## src/rtl/aopfm_pkg.sv

```systemverilog
package aopfm_pkg;

  // register map and widths
  localparam int          REG_ADDR_W     = 9;
  localparam int          REG_DATA_W     = 16;
  localparam logic [8:0]  FLAG_DIR_ADDR  = 9'h1c1;
  localparam logic [8:0]  FLAG_ORIG_ADDR = 9'h1c3;
  localparam logic [15:0] FLAG_DIR_RST   = 16'h0000;
  localparam logic [15:0] FLAG_ORIG_RST  = 16'h0000;
  localparam logic [15:0] REG_RD_NONE    = 16'h0000;

  // flag bus bit served by each pin
  localparam int PIN_COUNT  = 2;
  localparam int FLAG_BIT_0 = 10;
  localparam int FLAG_BIT_1 = 11;

  // control reset values and gain codes
  localparam logic       CTRL_RST   = 1'b0;
  localparam int         GAIN_W     = 2;
  localparam logic [1:0] GAIN_RST   = 2'h0;
  localparam logic [1:0] GAIN_3V3   = 2'h0;
  localparam logic [1:0] GAIN_5V0   = 2'h1;
  localparam logic [1:0] GAIN_2P0   = 2'h2;
  localparam logic [1:0] GAIN_5P33  = 2'h3;

  // per pin configuration seen by the decoder
  typedef struct packed {
    logic origin;
    logic direction;
    logic functionSelect;
    logic ampEnable;
    logic driveEnable;
    logic flagDrive;
  } aopfm_pin_cfg_type;

  // per pin decoded state
  typedef struct packed {
    logic bufferOn;
    logic routeDigital;
    logic padLevel;
    logic digitalInput;
    logic flagDirIn;
    logic ampHiZ;
  } aopfm_pin_state_type;

endpackage : aopfm_pkg

```

## src/rtl/aopfm_pin_decode.sv

```systemverilog
`timescale 1ns/10ps
`default_nettype none
module aopfm_pin_decode
(
  // configuration of one pin
  input  wire aopfm_pkg::aopfm_pin_cfg_type   cfg,
  // decoded pin state
  output var aopfm_pkg::aopfm_pin_state_type  state
);
  import aopfm_pkg::*;

  logic analogMode;
  logic digIn;
  logic digOut;

  // truth table decode of one pin
  always_comb
  begin
    analogMode = !cfg.origin && !cfg.functionSelect;
    digIn      = cfg.origin && cfg.direction;
    digOut     = cfg.origin && !cfg.direction && cfg.functionSelect
                 && cfg.driveEnable;
    state              = '0;
    state.routeDigital = cfg.functionSelect;          // [RULE8]
    state.padLevel     = cfg.flagDrive;               // [RULE8]
    state.digitalInput = digIn && cfg.functionSelect
                         && !cfg.driveEnable;         // [RULE6]
    if (digIn)
      state.bufferOn = 1'b0;                          // [RULE3] [RULE6]
    else if (analogMode)
      state.bufferOn = cfg.ampEnable;                 // [RULE4] [RULE5]
    else if (digOut)
      state.bufferOn = 1'b1;                          // [RULE7]
    else
      state.bufferOn = 1'b0;                          // [RULE12]
    state.flagDirIn = digOut;                         // [RULE9]
    state.ampHiZ    = cfg.functionSelect
                      || !state.bufferOn;             // [RULE9]
  end

endmodule : aopfm_pin_decode
`default_nettype wire

```

## src/rtl/aopfm_top.sv

```systemverilog
// Function
// [RULE1] both pins serve flag bits 10 and 11
// [RULE2] flag registers written by host select function
// [RULE3] digital input forces buffer high impedance
// [RULE4] analog mode, enable low: buffer off
// [RULE5] analog mode, enable high: buffer on
// [RULE6] origin1 dir1 sel1 drive0: digital input
// [RULE7] origin1 dir0 sel1 drive1: digital output
// [RULE8] select 0 routes analog, 1 flag drive
// [RULE9] digital output: flag internal input, amplifier off
// [RULE10] gain code sets digital output level
// [RULE11] host picks gain matching its interface
// [RULE12] undocumented combinations keep buffer off
`timescale 1ns/10ps
`default_nettype none
module aopfm_top
(
  // clock and reset
  input  wire logic                              ref_clk,
  input  wire logic                              rst,
  // register access port
  input  wire logic                              regWrite,
  input  wire logic                              regRead,
  input  wire logic [aopfm_pkg::REG_ADDR_W-1:0]  regAddr,
  input  wire logic [aopfm_pkg::REG_DATA_W-1:0]  regWrData,
  output logic      [aopfm_pkg::REG_DATA_W-1:0]  regRdData,
  output logic                                   regRdValid,
  // per pin controls from the digital cores
  input  wire logic [1:0]                        pinFunctionSelect,
  input  wire logic [1:0]                        amplifierOutputEnable,
  input  wire logic [1:0]                        pinDriveEnable,
  input  wire logic [1:0]                        flagDriveSignal,
  input  wire logic [3:0]                        gainCode,
  // the two pads
  input  wire logic                              firstSenseOutPinIn,
  output logic                                   firstSenseOutPinOut,
  output logic                                   firstSenseOutPinOeN,
  input  wire logic                              secondSenseOutPinIn,
  output logic                                   secondSenseOutPinOut,
  output logic                                   secondSenseOutPinOeN,
  // status towards core and analog path
  output logic [1:0]                             flagIn,
  output logic [1:0]                             flagInValid,
  output logic [1:0]                             flagDirIn,
  output logic [1:0]                             routeDigital,
  output logic [1:0]                             ampHiZ,
  output logic [3:0]                             ampGainCode
);
  import aopfm_pkg::*;

  logic [15:0]         flagDir_q, flagDir_d;
  logic [15:0]         flagOrig_q, flagOrig_d;
  logic [15:0]         rdData_q, rdData_d;
  logic                rdValid_q, rdValid_d;
  logic [1:0]          sync1_q, sync2_q, sync3_q;
  logic [1:0]          padIn;
  logic [1:0]          filt_q, filt_d;
  aopfm_pin_cfg_type   pinCfg [PIN_COUNT];
  aopfm_pin_state_type pinState [PIN_COUNT];
  logic [1:0]          oeN_q, oeN_d;
  logic [1:0]          out_q, out_d;
  logic [1:0]          flagIn_q, flagIn_d;
  logic [1:0]          flagVal_q, flagVal_d;
  logic [1:0]          dirIn_q, dirIn_d;
  logic [1:0]          route_q, route_d;
  logic [1:0]          hiz_q, hiz_d;
  logic [3:0]          gain_q, gain_d;

  // register write and read decode
  always_comb
  begin
    flagDir_d  = flagDir_q;
    flagOrig_d = flagOrig_q;
    rdData_d   = rdData_q;
    rdValid_d  = regRead;
    if (regWrite && regAddr == FLAG_DIR_ADDR)
      flagDir_d = regWrData;                          // [RULE2]
    if (regWrite && regAddr == FLAG_ORIG_ADDR)
      flagOrig_d = regWrData;                         // [RULE2]
    if (regRead)
    begin
      unique case (regAddr)
        FLAG_DIR_ADDR:  rdData_d = flagDir_q;
        FLAG_ORIG_ADDR: rdData_d = flagOrig_q;
        default:        rdData_d = REG_RD_NONE;
      endcase
    end
  end

  // register storage
  always_ff @(posedge ref_clk)
  begin
    if (rst)
    begin
      flagDir_q  <= FLAG_DIR_RST;
      flagOrig_q <= FLAG_ORIG_RST;
      rdData_q   <= REG_RD_NONE;
      rdValid_q  <= CTRL_RST;
    end
    else
    begin
      flagDir_q  <= flagDir_d;
      flagOrig_q <= flagOrig_d;
      rdData_q   <= rdData_d;
      rdValid_q  <= rdValid_d;
    end
  end

  // pad input filter: accept when stages two and three agree
  assign padIn = {secondSenseOutPinIn, firstSenseOutPinIn};

  always_comb
  begin
    filt_d = filt_q;
    for (int i = 0; i < PIN_COUNT; i++)
      if (sync2_q[i] == sync3_q[i])
        filt_d[i] = sync3_q[i];
  end

  // input synchroniser chain
  always_ff @(posedge ref_clk)
  begin
    if (rst)
    begin
      sync1_q <= 2'h0;
      sync2_q <= 2'h0;
      sync3_q <= 2'h0;
      filt_q  <= 2'h0;
    end
    else
    begin
      sync1_q <= padIn;
      sync2_q <= sync1_q;
      sync3_q <= sync2_q;
      filt_q  <= filt_d;
    end
  end

  // per pin configuration: origin and direction from flag bits 10 and 11, the rest from core controls
  always_comb
  begin
    pinCfg[0].origin    = flagOrig_q[FLAG_BIT_0];     // [RULE1]
    pinCfg[0].direction = flagDir_q[FLAG_BIT_0];      // [RULE1]
    pinCfg[1].origin    = flagOrig_q[FLAG_BIT_1];     // [RULE1]
    pinCfg[1].direction = flagDir_q[FLAG_BIT_1];      // [RULE1]
    for (int i = 0; i < PIN_COUNT; i++)
    begin
      pinCfg[i].functionSelect = pinFunctionSelect[i];
      pinCfg[i].ampEnable      = amplifierOutputEnable[i];
      pinCfg[i].driveEnable    = pinDriveEnable[i];
      pinCfg[i].flagDrive      = flagDriveSignal[i];
    end
  end

  // one decoder per pin
  generate
    for (genvar g = 0; g < PIN_COUNT; g++)
    begin : gPin
      aopfm_pin_decode uDecode
      (
        .cfg   (pinCfg[g]),
        .state (pinState[g])
      );
    end
  endgenerate

  // pad and status next values
  always_comb
  begin
    flagIn_d = flagIn_q;
    for (int i = 0; i < PIN_COUNT; i++)
    begin
      oeN_d[i]     = !pinState[i].bufferOn;           // [RULE3] [RULE12]
      out_d[i]     = pinState[i].bufferOn
                     && pinState[i].routeDigital
                     && pinState[i].padLevel;         // [RULE7] [RULE8]
      flagVal_d[i] = pinState[i].digitalInput;        // [RULE6]
      if (pinState[i].digitalInput)
        flagIn_d[i] = filt_q[i];                      // [RULE6]
      dirIn_d[i]   = pinState[i].flagDirIn;           // [RULE9]
      route_d[i]   = pinState[i].routeDigital;        // [RULE8]
      hiz_d[i]     = pinState[i].ampHiZ;              // [RULE9]
    end
    gain_d = gainCode;                                // [RULE10]
  end

  // pad and status registers
  always_ff @(posedge ref_clk)
  begin
    if (rst)
    begin
      oeN_q     <= 2'h3;
      out_q     <= 2'h0;
      flagIn_q  <= 2'h0;
      flagVal_q <= 2'h0;
      dirIn_q   <= 2'h0;
      route_q   <= 2'h0;
      hiz_q     <= 2'h3;
      gain_q    <= {GAIN_RST, GAIN_RST};
    end
    else
    begin
      oeN_q     <= oeN_d;
      out_q     <= out_d;
      flagIn_q  <= flagIn_d;
      flagVal_q <= flagVal_d;
      dirIn_q   <= dirIn_d;
      route_q   <= route_d;
      hiz_q     <= hiz_d;
      gain_q    <= gain_d;
    end
  end

  // outputs straight from flops
  assign regRdData            = rdData_q;
  assign regRdValid           = rdValid_q;
  assign firstSenseOutPinOut  = out_q[0];
  assign firstSenseOutPinOeN  = oeN_q[0];
  assign secondSenseOutPinOut = out_q[1];
  assign secondSenseOutPinOeN = oeN_q[1];
  assign flagIn               = flagIn_q;
  assign flagInValid          = flagVal_q;
  assign flagDirIn            = dirIn_q;
  assign routeDigital         = route_q;
  assign ampHiZ               = hiz_q;
  assign ampGainCode          = gain_q;

endmodule : aopfm_top
`default_nettype wire

```

## config.mk

```make
export PLATFORM = sky130hd
export DESIGN_NAME = aopfm_top
export DESIGN_NICKNAME = d
export VERILOG_FILES = /design/src/rtl/aopfm_pkg.sv /design/src/rtl/aopfm_pin_decode.sv /design/src/rtl/aopfm_top.sv
export SDC_FILE = /design/constraint.sdc
export NUM_CORES = 1
export LEC_CHECK = 0
export BUFFER_PORTS_ARGS = -buffer_cell sky130_fd_sc_hd__buf_2
export CAP_MARGIN = 40
export CORE_MARGIN = 2
export CORE_UTILIZATION = 47
export DETAILED_ROUTE_END_ITERATION = 7
export HOLD_SLACK_MARGIN = 0.06
export PLACE_DENSITY = 0.82
export SLEW_MARGIN = 30
export SYNTH_ARGS = -nofsm -noshare
export SYNTH_HDL_FRONTEND = slang
export SYNTH_SLANG_ARGS = --single-unit
```

## constraint.sdc

```tcl
create_clock -name ref_clk -period 1.08 [get_ports ref_clk]
set_input_delay 0.054 -clock ref_clk [delete_from_list [all_inputs] [get_ports ref_clk]]
set_output_delay 0.054 -clock ref_clk [all_outputs]
set_load 0.02 [all_outputs]
```

==> metrics.cfg, run 1 <==
[outcome]
status=complete, no violations

[critical_path]
reg2regPathDepth=2
crit_chain=dlygate4sd3_1, buf_6, buf_12, nand2b_1, mux2i_1
crit_path_max_fanout=31
end_kind=register
max_stage_delay_ns=0.56
critPathKind=in -> reg
r2r_start=flagOrig_q[11]
r2r_slack_ns=0.10
required_ns=1.35
cp-start-kind=primary input
reg2reg_to=out_q[1]
crit_path_top_delay_cell=dlygate4sd3_1
arrival_ns=1.29

[timing]
setup_violations=0
final_hold_viol_count=0
slew_headroom_pct=70.5
slew_viol_final=0
layout_min_cycle_time_ns=1.02
period_share_pct=94.5
tns_ns=0
fin_ws_ns=0.0594
fin_worst_skew_ns=0.00955
fmax_mhz=980
worst_pin_slew_ns=0.442
rsz0062_at_grt=false

[yosys]
synth_compound_area_share_pct=3.78
yosys_warnings=0
synth_cell_types=23
synth_nets=328
synthesis.instances=285
synth_seq_cells=75
synth.mux.area_fraction_pct=17.1
syn_area_per_cell_um2=10.7
yosys.area_share.simple_pct=25.5
synthesis.area_um2=3040
synth_top_family_by_area=simple AND/OR/NAND/NOR gates
synth_area_leaders=dfxtp_1 (49%), nand2b_1 (13%), mux2i_1 (11%)
synth_edf_count=0
synth_flop_cell=dfxtp_1
netlist.area_leader.share_pct=49.4
synth_xor_area_share_pct=0
synth_area_leader_cell=dfxtp_1
ys_seq_area_share_pct=49.4
synth_fa_ha_area_share_pct=0
async_flop_share_pct=0

[floorplan]
die-area_um2=7130
num_rows=29
initial_core_util_pct=48.2
core_area_um2=6310
die_y_um=84.4
io_pins=78
die_w_um=84.4

[route]
remaining_drc_errors=0
vias=2409
postRouteAntennaNets=0
finalWirelength_um=6810
drt_pass1_iterations=4
wl_per_cell_um=14.3
via_per_inst=5.07
drt-initial-drc-count=84

[cells_and_area]
diodes=0
fin_nets=436
layout-drive-gt1-share_pct=27.9
area_growth_pct=33.9
final_cell_mix=buf_2 (76), dfxtp_1 (75), nand2b_1 (64), mux2i_1 (34), dlygate4sd3_1 (31)
fillerInstances=497
design_area_um2=4070
final_common_cell=buf_2

[clock_tree]
post_cts_buffers=0
clk_latency_ns=0.35
path_clk_slew_ns=0.08
cts_buffers=9
root_buffer=clkbuf_8
cts_buffer_depth=2
clkSinkCount=75
cts_tree=done
htreeDepth=3

[min_path]
holdCritStartpoint=regRead
hold_path_end=regRdData[4]
worstHoldPathCells=3
worstHoldPathType=in -> reg

[global_routing]
grt_usage_pct=19.6
antenna_found_initial=0
grt_pass1_vias=2473
grt_pass1_wl_um=11100
grt_max_degree=36
grt-ovfl-total=0

[placed_design]
gp_congestion=0.754
placed_area_um2=3530
hpwl_um=4300
dp_slack_ns=-0.103
io_buffers=77

[run]
maxCapViolCount=0

[power_and_ir_drop]
p_per_area_nw_per_um2=1380
vdd_drop_max_mv=1.04
leakagePower_nw=1.95

-- cell families (layout without fill, tap and decap cells) --
family,Yosys count,in the layout
muxes,50,50
and+or+nand+nor,117,117
buffers and inverters,21,134
AOI/OAI and AO/OA,22,22
DFF,75,75
-- metal layers --
layer | GRT usage [%] | share of wire [%] | vias to the layer above
li1 | - | - | 1191
met1 | 21.3 | 41 | 1117
met2 | 35.2 | 50 | 84
met3 | 6.10 | 5.5 | 17
met4 | 8.51 | 2.7 | 0
met5 | 0 | 0 | -
-- synthesized netlist by cell type, types with 4 or more instances --
cell type / count
mux2i_1: 34
clkbuf_1: 9
nand4b_1: 4
mux2_2: 6
nand2_1: 4
nor2_1: 6
nand2b_1: 64
mux2_1: 10
nor2b_1: 13
buf_2: 6
nand4_1: 16
buf_6: 5
dfxtp_1: 75
a21oi_1: 18
-- worst max path at each step --
stage,startpoint,end,slack [ns],cells after the start
3_5_place_dp,regAddr[4],flagDir_q[3],-0.10,6
5_1_grt,flagOrig_q[11],flagIn[1],0.004,3
2_1_floorplan,regAddr[4],flagDir_q[10],0.02,6
3_3_place_gp,regAddr[2],regRdData[10],-0.04,5
6_report,rst,flagDir_q[3],0.06,5
4_1_cts,rst,flagDir_q[3],0.04,5
-- worst max-delay path, delay by kind of cell --
kind          cells  cell delay (ns)
buf+inv           3             0.87
simple gates      1             0.18
mux               1             0.17
-- where the power goes --
group	switching [W]	internal (W)	total, W	leakage, nW
logic	0.000192	0.000247	0.000439	1.23
clock network	0.00108	0.00132	0.00240	0.110
registers	0.00000785	0.00279	0.00280	0.607
-- stage by stage --
| step | power (W) | hold WS, ns | cells | util, % |
|---|---|---|---|---|
| 3_5_place_dp | 0.00321 | 0.271 | 428 | 56.0 |
| 3_3_place_gp | 0.00320 | 0.263 | 428 | 56.0 |
| 6_report | 0.00564 | 0.182 | 475 | 64.5 |
| 5_1_grt | 0.00583 | 0.208 | 475 | 64.5 |
| 2_1_floorplan | 0.00306 | 0.134 | 285 | - |
| 4_1_cts | 0.00568 | 0.161 | 475 | 64.4 |
-- sequential cells by signal, indices dropped and copies added, names as in the netlist, 4 cells and up --
register,cells
flagDir_q,16
flagOrig_q,16
regRdData,16
ampGainCode,4
-- final cells by class --
| cell class | instances | area [um^2] | share of cell area [%] |
|---|---|---|---|
| timing repair buffer | 118 | 840 | 20.6 |
| clock inverter | 7 | 98.8 | 2.43 |
| multi-input combinational | 189 | 1410 | 34.7 |
| clock buffer | 9 | 124 | 3.04 |
| tap | 77 | 96.3 | 2.37 |
| sequential | 75 | 1500 | 36.9 |
-- what timing repair did --
action,4_1_cts,5_1_grt
hold buffers,31,0
hold endpoints to repair,50,0
resized for setup,0,3
endpoints found under the setup margin,0,17
(Power assumes the default switching activity.)
==> run 2, diff against run 1 <==
--- a/config.mk
+++ b/config.mk
@@ -12,6 +12,7 @@
 export DETAILED_ROUTE_END_ITERATION = 7
 export HOLD_SLACK_MARGIN = 0.06
 export PLACE_DENSITY = 0.82
+export REMOVE_ABC_BUFFERS = 1
 export SLEW_MARGIN = 30
 export SYNTH_ARGS = -nofsm -noshare
 export SYNTH_HDL_FRONTEND = slang
==> run 2 against run 1 <==
  * Routed wire length shrank 9.2%
  * Clock skew shrank 0.0036 ns
  * Core utilization is 0.42 points lower
  * Setup slack gained 0.042 ns
  * Critical path depth did not move
  * Sequential share of layout area up 0.27 points
  * Die area unchanged
  * Critical path type unchanged
  * Sequential power barely moved
  * Final area shrank 0.65%
  * Via count shrank 3.0%
  * Total power shrank 5.7%
  * Fmax rose by 4.3%
==> metrics.cfg, run 2 (same netlist as run 1, synthesis figures left out) <==
[clock_tree]
clkSinkCount=75
cts_buffer_depth=2
htreeDepth=3
root_buffer=clkbuf_8
cts_tree=done
clk_latency_ns=0.34
path_clk_slew_ns=0.07
cts_buffers=9

[timing]
setup_violations=0
layout_min_cycle_time_ns=0.978
rsz0062_at_grt=false
final_hold_viol_count=0
hold_slack_ns=0.128
slew_viol_final=0
fmax_mhz=1020
fin_worst_skew_ns=0.00597
fin_ws_ns=0.102
slew_headroom_pct=68.5
period_share_pct=90.6
worst_pin_slew_ns=0.473
tns_ns=0

[floorplan]
die_w_um=84.4
die_y_um=84.4
num_rows=29
initial_core_util_pct=48.2
core_area_um2=6310
io_pins=78
die-area_um2=7130

[placed_design]
hpwl_um=4070
placed_area_um2=3550
dp_slack_ns=-0.118
io_buffers=77
gp_congestion=0.717

[critical_path]
required_ns=1.30
critPathKind=in -> reg
crit_path_top_delay_cell=dlygate4sd3_1
arrival_ns=1.20
crit_chain=dlygate4sd3_1, buf_2, nor2_1, nand2_1, or3_1
end_kind=register
cp_top_family=buffers and inverters
max_stage_delay_ns=0.54
crit_path_max_fanout=6
crit_buf_inv=2
cp-start-kind=primary input

[global_routing]
grt_pass1_wl_um=10400
grt-ovfl-total=0
grt_usage_pct=18.2
grt_pass1_vias=2366
antenna_found_initial=0
grt_max_degree=59

[cells_and_area]
diodes=0
area_growth_pct=33.0
design_area_um2=4050
layout-drive-gt1-share_pct=28.7
final_common_cell=buf_2
multi_input_area_um2=1410
postLayoutCoreUtil_pct=64.1
fin_nets=439
fillerInstances=521
final_cell_mix=buf_2 (77), dfxtp_1 (74), nand2b_1 (64), mux2i_1 (34), dlygate4sd3_1 (30)
seq_area_um2=1500

[power_and_ir_drop]
leakagePower_nw=1.95
vdd_drop_max_mv=1.16
p_per_area_nw_per_um2=1310

[route]
wl_per_cell_um=12.9
via_per_inst=4.89
drt_pass1_iterations=4
postRouteAntennaNets=0
finalWirelength_um=6190
remaining_drc_errors=0
drt-initial-drc-count=81
vias=2337

[min_path]
worstHoldPathType=in -> reg

[outcome]
status=complete, no violations

[run]
maxCapViolCount=0

## run 2: worst reg2reg max path, cell delays in order (launching register included)
cell and delay (ns):
dfxtp_1 0.35, nor2_1 0.11, nand2_1 0.07, or3_1 0.30
## run 2: report_power, final
part	leakage [nW]	switching, W	internal [W]
Sequential	0.608	0.00000763	0.00279
Combinational	1.24	0.000188	0.000241
Clock	0.0991	0.000969	0.00112
Total	1.95	0.00116	0.00415
## run 2: what timing repair did
action	CTS	global route
setup buffers	0	0
hold buffers	30	0
resized for setup	0	1
endpoints found under the setup margin	0	1
hold endpoints to repair	50	0
## run 2: metrics by stage
| step | total power, W | cells |
|---|---|---|
| 4_1_cts | 0.00538 | 478 |
| 3_3_place_gp | 0.00320 | 432 |
| 2_1_floorplan | 0.00299 | 264 |
| 5_1_grt | 0.00553 | 478 |
| 6_report | 0.00532 | 478 |
| 3_5_place_dp | 0.00321 | 432 |
## run 2: layout make-up
cell class / count / area share [%]
Clock buffer: 11 / 3.49
Clock inverter: 5 / 1.30
Multi-Input combinational cell: 189 / 34.9
Sequential cell: 75 / 37.1
Tap cell: 77 / 2.38
Timing Repair Buffer: 121 / 20.8
## run 2: per-layer routing
layer,global-route usage (%),up-vias,routed length [um]
met5,0,-,0
met4,3.90,0,47
met3,6.19,5,299
met2,32.1,61,2990
met1,21.5,1071,2860
li1,-,1200,-
## run 2: final timing paths
path | start | endpoint | slack (ns) | cells past startpoint
setup / recovery | pinFunctionSelect[0] | ampHiZ[0] | 0.10 | 5
hold / removal | rst | filt_q[0] | 0.13 | 3
setup reg to reg | flagOrig_q[11] | ampHiZ[1] | 0.14 | 3
hold reg to reg | sync1_q[1] | sync2_q[1] | 0.43 | 1
==> run 3, diff against run 2 <==
==> constraint.sdc (replaced) <==
create_clock -name ref_clk -period 1.08 [get_ports ref_clk]
set_input_delay 0.108 -clock ref_clk [delete_from_list [all_inputs] [get_ports ref_clk]]
set_output_delay 0.108 -clock ref_clk [all_outputs]
set_load 0.02 [all_outputs]
==> run 3 against run 2 <==
  * Hold slack worse by 0.044 ns
  * Register-to-register slack about the same
  * Via count up 0.34%
  * Total power up 1.9%
  * Clock skew about the same
  * Fmax down 5.4%
  * Final area down 0.56%
  * Clock power up 5%
  * Die area unchanged
  * Core utilization down 0.36 points
  * Flip-flop and latch count unchanged
  * Critical path type unchanged
  * Critical path depth unchanged
==> metrics.cfg, run 3 (same netlist as run 1, synthesis figures left out) <==
[cells_and_area]
layout-drive-gt1-share_pct=29.0
final_common_cell=buf_2
design_area_um2=4020
fin_nets=435
postLayoutCoreUtil_pct=63.7
area_growth_pct=32.3
diodes=0
final_cell_mix=buf_2 (77), dfxtp_1 (75), nand2b_1 (64), mux2i_1 (34), dlygate4sd3_1 (25)

[route]
remaining_drc_errors=0
wl_per_cell_um=13.8
via_per_inst=4.95
postRouteAntennaNets=0
vias=2345
finalWirelength_um=6520
drt-initial-drc-count=85
drt_pass1_iterations=4

[timing]
worst_pin_slew_ns=0.285
fmax_mhz=967
fin_worst_skew_ns=0.00563
slew_viol_final=0
period_share_pct=95.8
rsz0062_at_grt=false
fin_ws_ns=0.0456
slew_headroom_pct=81.0
hold_slack_ns=0.0845
final_hold_viol_count=0
layout_min_cycle_time_ns=1.03
setup_violations=0

[placed_design]
hpwl_um=4180
io_buffers=77
dp_slack_ns=-0.170
placed_area_um2=3570
gp_congestion=0.721

[global_routing]
antenna_found_initial=0
grt_pass1_wl_um=10900
grt_pass1_vias=2383
grt_max_degree=59
grt-ovfl-total=0
grt_usage_pct=18.9

[critical_path]
end_kind=register
cp-start-kind=primary input
crit_path_max_fanout=6
reg2regPathDepth=3
r2r_start=flagOrig_q[10]
arrival_ns=1.26
critPathKind=in -> reg
max_stage_delay_ns=0.54
crit_chain=dlygate4sd3_1, buf_2, nor2_1, nand2_1, or3_1
r2r_slack_ns=0.13
crit_path_top_delay_cell=dlygate4sd3_1
required_ns=1.31
crit_buf_inv=2
reg2reg_to=ampHiZ[0]
cp_top_family=buffers and inverters

[outcome]
status=complete, no violations

[floorplan]
die_y_um=84.4
die-area_um2=7130
die_w_um=84.4
core_area_um2=6310
num_rows=29
initial_core_util_pct=48.2
io_pins=78

[power_and_ir_drop]
p_per_area_nw_per_um2=1350
vdd_drop_max_mv=1.11
leakagePower_nw=1.93

[min_path]
holdCritStartpoint=regWrData[6]
worstHoldPathCells=3
worstHoldPathType=in -> reg
hold_path_end=flagDir_q[6]

[clock_tree]
post_cts_buffers=0
clk_latency_ns=0.34
root_buffer=clkbuf_8
cts_buffer_depth=2
htreeDepth=3
clkSinkCount=75
cts_tree=done
cts_buffers=9
path_clk_slew_ns=0.08

[run]
maxCapViolCount=0

-- run 3: repair_timing --
action                                 4_1_cts  5_1_grt
resized for setup                            0        0
hold buffers                                25        0
setup endpoints to repair                    0        0
endpoints found under the hold margin       32        0
-- run 3: layer usage --
| metal | wire length [um] | GRT usage (%) | vias to the layer above |
|---|---|---|---|
| met3 | 332 | 5.51 | 6 |
| met5 | 0 | 0 | - |
| met4 | 70 | 5.34 | 0 |
| met2 | 3200 | 32.5 | 58 |
| met1 | 2920 | 23.2 | 1087 |
| li1 | - | - | 1194 |
-- run 3: through the flow --
stage	total power, W	cells	TNS, ns
floorplan	0.00299	264	-11.18
global placement	0.00321	433	-4.23
detailed placement	0.00322	433	-5.74
CTS	0.00545	474	0
global route	0.00564	474	0
finish	0.00542	474	0
-- run 3: final cells by class --
| class | instances | area (um^2) |
|---|---|---|
| clock buffers | 11 | 141 |
| clock inverters | 5 | 61.3 |
| fillers | 543 | 2290 |
| multi-input cells | 189 | 1410 |
| flip-flops and latches | 75 | 1500 |
| well taps | 77 | 96.3 |
| repair buffers | 117 | 811 |
-- run 3: worst max-delay path by stage --
| stage | startpoint | to | cells after the start |
|---|---|---|---|
| after floorplan | regAddr[2] | flagDir_q[0] | 3 |
| after global placement | regAddr[4] | regRdData[11] | 5 |
| after detailed placement | regAddr[4] | regRdData[10] | 5 |
| after CTS | pinFunctionSelect[1] | ampHiZ[1] | 5 |
| after global routing | pinFunctionSelect[0] | ampHiZ[0] | 5 |
| final | pinFunctionSelect[0] | ampHiZ[0] | 5 |
-- run 3: worst min-delay path, delay by kind of cell --
| kind | cells | cell delay (ns) |
|---|---|---|
| multiplexers | 1 | 0.08 |
| buffers and inverters | 1 | 0.09 |
| AND/OR/NAND/NOR | 1 | 0.09 |
-- run 3: report_power, final --
group | internal (W) | switching, W | total [W]
sequential | 0.00279 | 0.00000820 | 0.00280
clock | 0.00114 | 0.00105 | 0.00219
combinational | 0.000236 | 0.000190 | 0.000426
total | 0.00417 | 0.00125 | 0.00542
